[config.mk]
export PLATFORM = sky130hd
export DESIGN_NAME = sas_sequencer
export DESIGN_NICKNAME = d
export VERILOG_FILES = /design/src/hw/sas_pkg.sv /design/src/hw/sas_sequencer.sv
export VERILOG_INCLUDE_DIRS = /design/src /design/src/hw
export SDC_FILE = /design/constraint.sdc
export NUM_CORES = 2
export LEC_CHECK = 0
export BUFFER_PORTS_ARGS = -buffer_cell sky130_fd_sc_hd__buf_2
export CORE_UTILIZATION = 50
export DETAILED_ROUTE_END_ITERATION = 16
export PLACE_DENSITY = 0.73
export SKIP_CTS_REPAIR_TIMING = 1
export SYNTH_ARGS = -nofsm -noshare
export SYNTH_HDL_FRONTEND = slang
export SYNTH_SLANG_ARGS = --single-unit
export TNS_END_PERCENT = 30
[constraint.sdc]
create_clock -name pclk -period 9.2 [get_ports pclk]
set_clock_uncertainty 0.05 [all_clocks]
set_input_delay 0.92 -clock pclk [delete_from_list [all_inputs] [get_ports pclk]]
set_output_delay 0.92 -clock pclk [all_outputs]
set_load 0.05 [all_outputs]
[src/hw/sas_params.svh]
// Offsets, field positions and timing counts of the converter sequencer.
`ifndef SAS_PARAMS_SVH
`define SAS_PARAMS_SVH
// ==========================================
// Register byte offsets
`define SAS_OFF_TASK     12'h000
`define SAS_OFF_CTRL     12'h004
`define SAS_OFF_PTR      12'h008
`define SAS_OFF_LEN      12'h00c
`define SAS_OFF_STAT     12'h010
`define SAS_CH_PAGE      4'h1
// ==========================================
// Task bits, control and channel configuration fields
`define SAS_T_START      0
`define SAS_T_SAMPLE     1
`define SAS_T_STOP       2
`define SAS_T_CAL        3
`define SAS_RES_LSB      0
`define SAS_OVS_LSB      4
`define SAS_TMR_BIT      8
`define SAS_CC_LSB       16
`define SAS_GAIN_LSB     8
`define SAS_REF_BIT      12
`define SAS_ACQ_LSB      16
`define SAS_MODE_BIT     20
`define SAS_BURST_BIT    24
// ==========================================
// Acquisition times in microseconds and in clock cycles
`define SAS_CLK_MHZ      50
`define SAS_ACQ0_US      3
`define SAS_ACQ1_US      5
`define SAS_ACQ2_US      10
`define SAS_ACQ3_US      15
`define SAS_ACQ4_US      20
`define SAS_ACQ5_US      40
`define SAS_ACQ0_CYC     (`SAS_ACQ0_US * `SAS_CLK_MHZ)
`define SAS_ACQ1_CYC     (`SAS_ACQ1_US * `SAS_CLK_MHZ)
`define SAS_ACQ2_CYC     (`SAS_ACQ2_US * `SAS_CLK_MHZ)
`define SAS_ACQ3_CYC     (`SAS_ACQ3_US * `SAS_CLK_MHZ)
`define SAS_ACQ4_CYC     (`SAS_ACQ4_US * `SAS_CLK_MHZ)
`define SAS_ACQ5_CYC     (`SAS_ACQ5_US * `SAS_CLK_MHZ)
`endif

[src/hw/sas_pkg.sv]
// Types shared by the converter sequencer and its users.
package sas_pkg;
   typedef enum logic [2:0] {ST_IDLE, ST_ACQ, ST_CONV, ST_DMA, ST_CAL} sas_state_e;
   typedef struct packed {
      logic        psel;
      logic        penable;
      logic        pwrite;
      logic [11:0] paddr;
      logic [31:0] pwdata;
   } sas_apb_req_s;
   typedef struct packed {
      logic        pready;
      logic [31:0] prdata;
      logic        pslverr;
   } sas_apb_rsp_s;
   typedef struct packed {
      logic start;
      logic sample;
      logic stop;
      logic cal;
   } sas_task_s;
   typedef struct packed {
      logic       started;
      logic       end_buf;
      logic       done;
      logic       result_ready;
      logic       cal_complete;
      logic       stopped;
      logic [7:0] lim_high;
      logic [7:0] lim_low;
   } sas_evt_s;
   typedef struct packed {
      logic       sample;
      logic       convert;
      logic       cal;
      logic [2:0] ch;
      logic [3:0] pos_sel;
      logic [3:0] neg_sel;
      logic       neg_gnd;
      logic [2:0] gain;
      logic       reference_select;
   } sas_afe_out_s;
   typedef struct packed {
      logic        done;
      logic [14:0] code;
   } sas_afe_in_s;
   typedef struct packed {
      logic        req;
      logic [31:0] addr;
      logic [31:0] wdata;
   } sas_dma_s;
   typedef struct packed {
      sas_state_e        st;
      sas_apb_rsp_s      rsp;
      sas_evt_s          evt;
      sas_afe_out_s      afe;
      sas_dma_s          dma;
      logic              running;
      logic              timer_on;
      logic [10:0]       tmr;
      logic [1:0]        res;
      logic [3:0]        ovs;
      logic              tmr_mode;
      logic [10:0]       cc;
      logic [31:0]       ptr;
      logic [14:0]       len;
      logic [7:0][3:0]   pos_sel;
      logic [7:0][3:0]   neg_sel;
      logic [7:0][31:0]  cfg;
      logic [7:0][31:0]  lim;
      logic [2:0]        ch;
      logic [10:0]       acq_cnt;
      logic [8:0]        ovs_cnt;
      logic [23:0]       acc;
      logic [15:0]       offset;
      logic [14:0]       amount;
      logic [15:0]       half;
      logic              half_v;
   } sas_state_s;
endpackage

[src/hw/sas_sequencer.sv]
// Sequencer, scaling, packing and register slave of the SAR converter.
//
// The register addresses and the APB register port were decided locally.
`timescale 1ns/1ps
`include "sas_params.svh"
module sas_sequencer (
   input  wire logic                  pclk,
   input  wire logic                  presetn,
   input  wire sas_pkg::sas_apb_req_s apb_req,
   output      sas_pkg::sas_apb_rsp_s apb_rsp,
   input  wire sas_pkg::sas_task_s    tasks,
   output      sas_pkg::sas_evt_s     events,
   output      sas_pkg::sas_afe_out_s afe_out,
   input  wire sas_pkg::sas_afe_in_s  afe_in,
   output      sas_pkg::sas_dma_s     dma_out,
   input  wire logic                  dma_ack
);
   import sas_pkg::*;

   sas_state_s s;
   sas_state_s next_s;

   // ==========================================
   // Per-channel enables and limit checks
   logic [7:0]  en;
   logic [7:0]  hit_hi;
   logic [7:0]  hit_lo;
   logic [15:0] res16;

   genvar gi;
   generate
      for (gi = 0; gi < 8; gi = gi + 1) begin : g_ch
         // A channel runs whenever its positive input is connected.
         // Zero means no source, so a cleared select parks the channel.
         assign en[gi] = (s.pos_sel[gi] != 4'h0);
         // Limits need no enable; software ignores events it does not want.
         assign hit_hi[gi] = (s.ch == 3'(gi)) &&
                             ($signed(res16) >= $signed(s.lim[gi][31:16]));
         assign hit_lo[gi] = (s.ch == 3'(gi)) &&
                             ($signed(res16) <= $signed(s.lim[gi][15:0]));
      end
   endgenerate

   // Acquisition cycles for the three-bit time code; codes above five hold the longest.
   // The longest time still fits the eleven-bit counter at this clock.
   // A faster clock would need a wider counter here.
   function automatic logic [10:0] acq_cycles(input logic [2:0] t);
      case (t)
         3'h0:    acq_cycles = 11'(`SAS_ACQ0_CYC);
         3'h1:    acq_cycles = 11'(`SAS_ACQ1_CYC);
         3'h2:    acq_cycles = 11'(`SAS_ACQ2_CYC);
         3'h3:    acq_cycles = 11'(`SAS_ACQ3_CYC);
         3'h4:    acq_cycles = 11'(`SAS_ACQ4_CYC);
         default: acq_cycles = 11'(`SAS_ACQ5_CYC);
      endcase
   endfunction

   // ==========================================
   // Channel search: lowest enabled channel, and the next one above the current.
   // Walking down from the top leaves the lowest hit in each result.
   logic [2:0] first;
   logic       first_v;
   logic [2:0] nxt;
   logic       nxt_v;
   always_comb begin
      first = 3'h0;
      first_v = 1'b0;
      nxt = 3'h0;
      nxt_v = 1'b0;
      for (int i = 7; i >= 0; i--) begin
         if (en[i]) begin
            first = 3'(i);
            first_v = 1'b1;
            if (3'(i) > s.ch) begin
               nxt = 3'(i);
               nxt_v = 1'b1;
            end
         end
      end
   end

   // ==========================================
   // Accumulate, average and scale the current conversion.
   // Twenty-four bits hold 256 full-scale codes with the sign.
   logic [23:0] acc_new;
   logic [23:0] avg;
   logic [3:0]  shift;
   logic [4:0]  resbits;
   logic        diff;
   logic        last_ovs;
   always_comb begin
      diff = s.cfg[s.ch][`SAS_MODE_BIT];
      acc_new = s.acc + {{9{afe_in.code[14]}}, afe_in.code}
                - {{8{s.offset[15]}}, s.offset};
      last_ovs = (s.ovs_cnt + 9'h001) == (9'h001 << s.ovs);
      avg = $signed(acc_new) >>> s.ovs;
      case (s.res)
         2'h0:    resbits = 5'd8;
         2'h1:    resbits = 5'd10;
         2'h2:    resbits = 5'd12;
         // Fourteen bits only make sense with averaging behind them.
         default: resbits = (s.ovs != 4'h0) ? 5'd14 : 5'd12;
      endcase
      // The core code spans 2^14 per reference; m is one when differential.
      shift = 4'(5'd14 - resbits + {4'h0, diff});
      res16 = 16'($signed(avg) >>> shift);
   end

   // ==========================================
   // Register slave: decode and read mux.
   // Read data is latched in setup, so it stands still in access.
   logic        setup;
   logic        wr;
   logic        is_ch;
   logic [2:0]  ci;
   logic        hit;
   logic [31:0] rd;
   always_comb begin
      setup = apb_req.psel && !apb_req.penable;
      wr = apb_req.psel && apb_req.penable && apb_req.pwrite &&
           s.rsp.pready && !s.rsp.pslverr;
      is_ch = (apb_req.paddr[11:8] == `SAS_CH_PAGE) && !apb_req.paddr[7];
      ci = apb_req.paddr[6:4];
      hit = 1'b1;
      rd = 32'h0;
      if (is_ch) begin
         case (apb_req.paddr[3:2])
            2'h0:    rd = {28'h0, s.pos_sel[ci]};
            2'h1:    rd = {28'h0, s.neg_sel[ci]};
            2'h2:    rd = s.cfg[ci];
            default: rd = s.lim[ci];
         endcase
      end else begin
         case (apb_req.paddr)
            // Tasks are pulses, so their word reads back as zero.
            `SAS_OFF_TASK: rd = 32'h0;
            `SAS_OFF_CTRL: rd = {5'h0, s.cc, 7'h0, s.tmr_mode, s.ovs, 2'h0, s.res};
            `SAS_OFF_PTR:  rd = s.ptr;
            `SAS_OFF_LEN:  rd = {17'h0, s.len};
            `SAS_OFF_STAT: rd = {1'b0, s.amount, s.offset[15:0] == 16'h0 ? 13'h0 : 13'h1,
                                 s.timer_on, s.running, s.st != ST_IDLE};
            default:       hit = 1'b0;
         endcase
      end
   end

   // ==========================================
   // Sequencer next state.
   sas_task_s tk;
   logic      tick;
   logic      adv;
   logic      go_acq;
   logic [2:0] acq_ch;
   always_comb begin
      next_s = s;
      adv = 1'b0;
      go_acq = 1'b0;
      acq_ch = s.ch;
      next_s.evt = '0;
      next_s.afe.convert = 1'b0;
      next_s.afe.cal = 1'b0;
      next_s.rsp.pready = 1'b0;
      next_s.rsp.pslverr = 1'b0;
      // Answer one cycle after setup, so every access lasts exactly two cycles.
      if (setup) begin
         next_s.rsp.pready = 1'b1;
         next_s.rsp.prdata = rd;
         next_s.rsp.pslverr = !hit;
      end
      tk = tasks;
      if (wr && !is_ch) begin
         case (apb_req.paddr)
            // Each written bit fires its own task by name.
            `SAS_OFF_TASK: begin
               tk.start = tasks.start | apb_req.pwdata[`SAS_T_START];
               tk.sample = tasks.sample | apb_req.pwdata[`SAS_T_SAMPLE];
               tk.stop = tasks.stop | apb_req.pwdata[`SAS_T_STOP];
               tk.cal = tasks.cal | apb_req.pwdata[`SAS_T_CAL];
            end
            // A new resolution applies from the next finished result.
            `SAS_OFF_CTRL: begin
               next_s.res = apb_req.pwdata[`SAS_RES_LSB +: 2];
               next_s.ovs = apb_req.pwdata[`SAS_OVS_LSB +: 4];
               next_s.tmr_mode = apb_req.pwdata[`SAS_TMR_BIT];
               next_s.cc = apb_req.pwdata[`SAS_CC_LSB +: 11];
            end
            `SAS_OFF_PTR:  next_s.ptr = {apb_req.pwdata[31:2], 2'h0};
            `SAS_OFF_LEN:  next_s.len = apb_req.pwdata[14:0];
            default:       next_s.ptr = next_s.ptr;
         endcase
      end
      if (wr && is_ch) begin
         case (apb_req.paddr[3:2])
            2'h0:    next_s.pos_sel[ci] = apb_req.pwdata[3:0];
            2'h1:    next_s.neg_sel[ci] = apb_req.pwdata[3:0];
            2'h2:    next_s.cfg[ci] = apb_req.pwdata;
            default: next_s.lim[ci] = apb_req.pwdata;
         endcase
      end
      // Local rate timer; a tick that lands while busy is dropped.
      // Reloading on the tick makes the period the compare plus one.
      tick = s.timer_on && (s.tmr == 11'h0);
      if (s.timer_on) begin
         next_s.tmr = tick ? s.cc : s.tmr - 11'h001;
      end
      if (tk.start) begin
         next_s.running = 1'b1;
         next_s.amount = 15'h0;
         next_s.half_v = 1'b0;
         next_s.evt.started = 1'b1;
      end
      case (s.st)
         ST_IDLE: begin
            // Calibration starts only from idle so it never cuts a conversion.
            if (tk.cal) begin
               next_s.st = ST_CAL;
               next_s.afe.cal = 1'b1;
            end else if ((tk.sample || tick) && s.running && first_v) begin
               // Several enabled channels simply walk on after the first.
               go_acq = 1'b1;
               acq_ch = first;
               if (s.tmr_mode && tk.sample) begin
                  next_s.timer_on = 1'b1;
                  next_s.tmr = s.cc;
               end
            end
         end
         ST_ACQ: begin
            // The sampling capacitor stays connected for the channel's time.
            next_s.acq_cnt = s.acq_cnt - 11'h001;
            if (s.acq_cnt == 11'h001) begin
               next_s.afe.sample = 1'b0;
               next_s.afe.convert = 1'b1;
               next_s.st = ST_CONV;
            end
         end
         ST_CONV: begin
            // Only the front end's done pulse or a stop task ends a conversion.
            if (afe_in.done) begin
               next_s.evt.done = 1'b1;
               next_s.acc = acc_new;
               next_s.ovs_cnt = s.ovs_cnt + 9'h001;
               if (last_ovs) begin
                  // Events fire before the word reaches RAM.
                  next_s.evt.result_ready = 1'b1;
                  // Limits judge the finished result, never a partial sum.
                  next_s.evt.lim_high = hit_hi;
                  next_s.evt.lim_low = hit_lo;
                  next_s.acc = 24'h0;
                  next_s.ovs_cnt = 9'h0;
                  next_s.amount = s.amount + 15'h001;
                  if (!s.half_v && (s.amount + 15'h001 != s.len)) begin
                     next_s.half = res16;
                     next_s.half_v = 1'b1;
                     adv = 1'b1;
                  end else begin
                     // Odd tail: upper half left zero.
                     next_s.dma.wdata = s.half_v ? {res16, s.half} : {16'h0, res16};
                     next_s.dma.addr = s.ptr + {16'h0, s.amount[14:1], 2'h0};
                     next_s.dma.req = 1'b1;
                     next_s.half_v = 1'b0;
                     next_s.st = ST_DMA;
                  end
               end else if (s.cfg[s.ch][`SAS_BURST_BIT]) begin
                  // Burst runs every averaging pass off one task.
                  go_acq = 1'b1;
               end else begin
                  // Without burst each sample task adds one conversion.
                  next_s.st = ST_IDLE;
               end
            end
         end
         ST_DMA: begin
            // The word stands until memory takes it; a stop drops it.
            if (dma_ack) begin
               next_s.dma.req = 1'b0;
               adv = 1'b1;
            end
         end
         ST_CAL: begin
            // The code measured with shorted inputs becomes the offset.
            if (afe_in.done) begin
               next_s.offset = {afe_in.code[14], afe_in.code};
               next_s.evt.cal_complete = 1'b1;
               next_s.st = ST_IDLE;
            end
         end
         default: next_s.st = ST_IDLE;
      endcase
      // After each result: finish the buffer, step the scan, or wait.
      // A buffer end clears running, so samples wait for a new start.
      if (adv) begin
         if (next_s.amount == s.len) begin
            next_s.evt.end_buf = 1'b1;
            next_s.running = 1'b0;
            next_s.timer_on = 1'b0;
            next_s.st = ST_IDLE;
         end else if (nxt_v) begin
            go_acq = 1'b1;
            acq_ch = nxt;
         end else begin
            next_s.st = ST_IDLE;
         end
      end
      if (go_acq) begin
         next_s.ch = acq_ch;
         next_s.st = ST_ACQ;
         next_s.acq_cnt = acq_cycles(s.cfg[acq_ch][`SAS_ACQ_LSB +: 3]);
         next_s.afe.sample = 1'b1;
         next_s.afe.ch = acq_ch;
         next_s.afe.pos_sel = s.pos_sel[acq_ch];
         // Single-ended grounds the negative input and hides its select.
         next_s.afe.neg_gnd = !s.cfg[acq_ch][`SAS_MODE_BIT];
         next_s.afe.neg_sel = s.cfg[acq_ch][`SAS_MODE_BIT] ? s.neg_sel[acq_ch] : 4'h0;
         next_s.afe.gain = s.cfg[acq_ch][`SAS_GAIN_LSB +: 3];
         next_s.afe.reference_select = s.cfg[acq_ch][`SAS_REF_BIT];
      end
      // Stop wins over state, timer, sampling and memory request, and always reports, even when idle.
      // A pending memory word is lost; the buffer keeps what was taken.
      if (tk.stop) begin
         next_s.st = ST_IDLE;
         next_s.running = 1'b0;
         next_s.timer_on = 1'b0;
         next_s.afe.sample = 1'b0;
         next_s.afe.convert = 1'b0;
         next_s.dma.req = 1'b0;
         next_s.acc = 24'h0;
         next_s.ovs_cnt = 9'h0;
         next_s.evt.stopped = 1'b1;
      end
   end

   // ==========================================
   // State register; all outputs come straight from it.
   // Reset clears every field, so each output starts low.
   always_ff @(posedge pclk or negedge presetn) begin
      if (!presetn) begin
         s <= '0;
      end else begin
         s <= next_s;
      end
   end

   // Outputs are plain views of registered fields.
   assign apb_rsp = s.rsp;
   assign events = s.evt;
   assign afe_out = s.afe;
   assign dma_out = s.dma;

endmodule // sas_sequencer

==> run_results.csv <==
group,metric,value,unit
outcome,status,"finished, final reports clean",
timing,maxSlewHeadroom,20.94,%
routing,dr_total_vias,43680,
grt,globalRouteOverflowTotal,0,
synth,synth.mux.area_fraction,12.28,%
power_and_ir_drop,power_leakage,0.02773,uW
timing,finalMaxSlewViolations,0,
worst_setup_path,required,9.72,ns
power_and_ir_drop,ir_worst_vdd,0.0002261,V
routing,routed_wl,182300,um
timing,min_period,8.488,ns
synth,synth-compound-area-share,17.02,%
synth,synth_top_family_by_area,"compound AO/OA/AOI/OAI gates",
power_and_ir_drop,pwr_density_cell,249.0,nW/um^2
routing,ant_nets,0,
worst_setup_path,start_kind,"flop",
worst_setup_path,crit_family,"compound AO/OA/AOI/OAI gates",
routing,first_iter_violations,5599,
floorplanning,initial_core_util,50.55,%
synth,ys_types,92,
routing,via_per_inst,6.448,
floorplanning,dieWidth,325.7,um
synth,synth-edff-count,0,
synth,synth_fa_ha_area_share,8.082,%
clock_network,cts_buffer_depth,3,
worst_setup_path,max_stage_delay,0.57,ns
place,dp_hpwl,127000,um
place,dp.cells,6587,
cells_and_area,layout.cells.non_filler,6774,
synth,yosysTopAreaCellShare,42.22,%
worst_setup_path,worstSetupPathType,"flop to flop",
timing,rsz0062_at_grt,"no",
synth,synth_area_leader_cell,"dfrtp_1",
cells_and_area,drive_above_1_share,18.95,%
run,drv_cap,0,
synth,ys_ff_latch,884,
synth,syn_area,52390,um^2
grt,grt_pass1_vias,42440,
grt,grt_pass1_wl,272900,um
floorplanning,core,103600,um^2
grt,track_usage,33.98,%
grt,grt_max_degree,169,
floorplanning,num_rows,118,
grt,grt_antenna_before_repair,22,
clock_network,cts.sinks,884,
synth,syn_inst,5385,
clock_network,cts_buffers,97,
worst_setup_path,endpoint_kind,"flop",
worst_setup_path,path_max_fanout,16,
clock_network,cts_tree,"done",
routing,post-route-drc-count,0,
place,place.gp.congestion,1.009,
clock_network,clk_latency,0.70,ns
timing,max_freq,0.1178,GHz
place,io_buffer_count,207,
synth,synth_flop_cell,"dfrtp_1",
synth,synth_async_sr_flop_share,100.0,%
timing,setup_viol,0,
synth,seq_area_frac_synth,42.22,%
routing,wire_per_inst,26.91,um
worst_setup_path,worst-path-buf-inv,3,
clock_network,root_buffer,"clkbuf_16",
floorplanning,top_level_ports,210,
floorplanning,die-height,325.7,um
timing,finalHoldViolations,0,
worst_setup_path,cpMostUsedCell,"a21oi_1",
clock_network,clk_pin_slew,0.06,ns
timing,fin_crit_sh,92.26,%
cells_and_area,syn2layout_area_growth,9.085,%
worst_setup_path,cp.arrival,9.01,ns
cells_and_area,num-fill-cells,9114,
worst_setup_path,cp_slowest_cell,"fa_1",
worst_hold_path,hold_path_class,"input port to asynchronous set/reset pin",
floorplanning,die-area,106100,um^2
synth,postSynthAreaPerCell,9.729,um^2
synth,yosysWarnings,0,
cells_and_area,layout.nets,5700,
timing,worst_pin_slew,1.183,ns
synth,ys_top_cells_by_area,"dfrtp_1 (42%), mux2_2 (9.5%), ha_1 (7.2%), o21ai_0 (4.5%), nand2_1 (3.7%)",
routing,first_pass_iters,8,
synth,synthSimpleGateAreaFrac,11.38,%
timing,setup_tns,0,ns
clock_network,htreeDepth,3,
synth,synthXorXnorAreaFrac,1.571,%
==> per-layer routing <==
metal  GRT usage, %  vias up  wire (um)
li1               -    19000          -
met1          43.79    21530      70660
met2          50.49     2514      78970
met3          10.31      617      20700
met4          19.93       18      11810
met5              0        -        123
==> logic make-up (layout without fill, tap and decap cells) <==
family,after synthesis,after routing
AOI/OAI and AO/OA,1379,1379
and+or+nand+nor,1275,1275
buffers and inverters,887,885
DFF,884,884
muxes,541,541
adders and majority gates,324,324
xor gates and xnor gates,94,94
other,1,12
==> sequential cells by signal, indices dropped and copies added, names as in the netlist <==
signal   cells
s          749
dma_out     63
apb_rsp     34
events      22
afe_out     16
==> metrics by stage <==
step	utilization, %	worst slack, ns	instance area (um^2)	hold slack [ns]	power (uW)
after detailed placement	51.92	0.1494	53810	0.4086	9959
after floorplan	-	0.8749	52390	0.3900	7943
after global routing	55.13	0.1454	57140	0.1200	14950
final	55.14	0.7125	57150	0.09055	14230
after CTS	55.12	0.7782	57120	0.09476	14060
after global placement	51.92	0.08966	53810	0.3999	9865
==> cells in the mapped netlist (57+ instances only) <==
cell type	count
a21o_1	81
a21oi_1	199
a221oi_1	75
a22oi_1	162
a31oi_1	61
buf_4	144
clkbuf_1	293
dfrtp_1	884
ha_1	300
inv_1	393
mux2_2	440
mux2i_1	63
nand2_1	520
nand3_1	85
nand4_1	102
nor2_1	255
nor2b_1	65
o21ai_0	470
o22ai_1	57
xnor2_1	61
==> report_power, final <==
group	leakage [uW]	internal, uW	switching, uW
sequential	0.0109	3950	52.4
combinational	0.0151	2180	3980
clock	0.00164	2380	1700
==> final timing paths <==
kind	endpoint	from	slack, ns	cells past startpoint
worst min register to register	afe_out[4]$_DFFE_PN0N_	afe_out[4]$_DFFE_PN0N_	0.42	2
worst min-delay path	s[61]$_DFFE_PN0P_	presetn	0.09	1
min in group pclk	s[44]$_DFFE_PN0P_	afe_in[12]	0.42	2
max in group asynchronous	s[87]$_DFFE_PN0P_	presetn	6.93	3
worst max-delay path	events[1]$_DFF_PN0_	s[33]$_DFFE_PN0P_	0.71	34
worst max register to register	events[1]$_DFF_PN0_	s[33]$_DFFE_PN0P_	0.71	34
==> cell type report <==
type / count / area [um^2] / share of cell area (%)
tap: 1380 / 1727 / 3.021
sequential: 884 / 22120 / 38.71
clock buffer: 136 / 2887 / 5.051
timing repair buffer: 312 / 1859 / 3.253
inverter: 396 / 1486 / 2.601
antenna: 10 / 25.02 / 0.04379
clock inverter: 41 / 426.7 / 0.7466
multi-input combinational: 3615 / 26620 / 46.58
==> worst reg2reg max path, delay by kind of cell, from the launching register on <==
family          cells  cell delay (ns)
compound gates     20             4.80
xor+xnor            2             0.37
fa+ha+maj           3             1.35
buf+inv             3             0.67
flops               1             0.41
mux                 1             0.33
simple gates        5             0.40
==> placed cells by master (no fill, tap or decap), drive strengths merged, types with 24 or more instances in the layout <==
cell type / instances
o21ai: 472
fa: 24
a21oi: 199
mux2i: 64
inv: 399
buf: 312
nor2b: 65
mux2: 440
xnor2: 61
and2: 34
a22oi: 165
mux4: 37
a22o: 32
nand2: 521
o31ai: 29
a211oi: 44
xor2: 33
a31oi: 61
ha: 300
nand3: 86
a221oi: 75
o21a: 25
and3: 26
nand2b: 52
a21o: 81
nor4: 27
nor2: 255
nor3: 51
dfrtp: 884
nand4: 102
clkinv: 26
clkbuf: 136
o22ai: 57
Power figures use the tool's default switching activity.
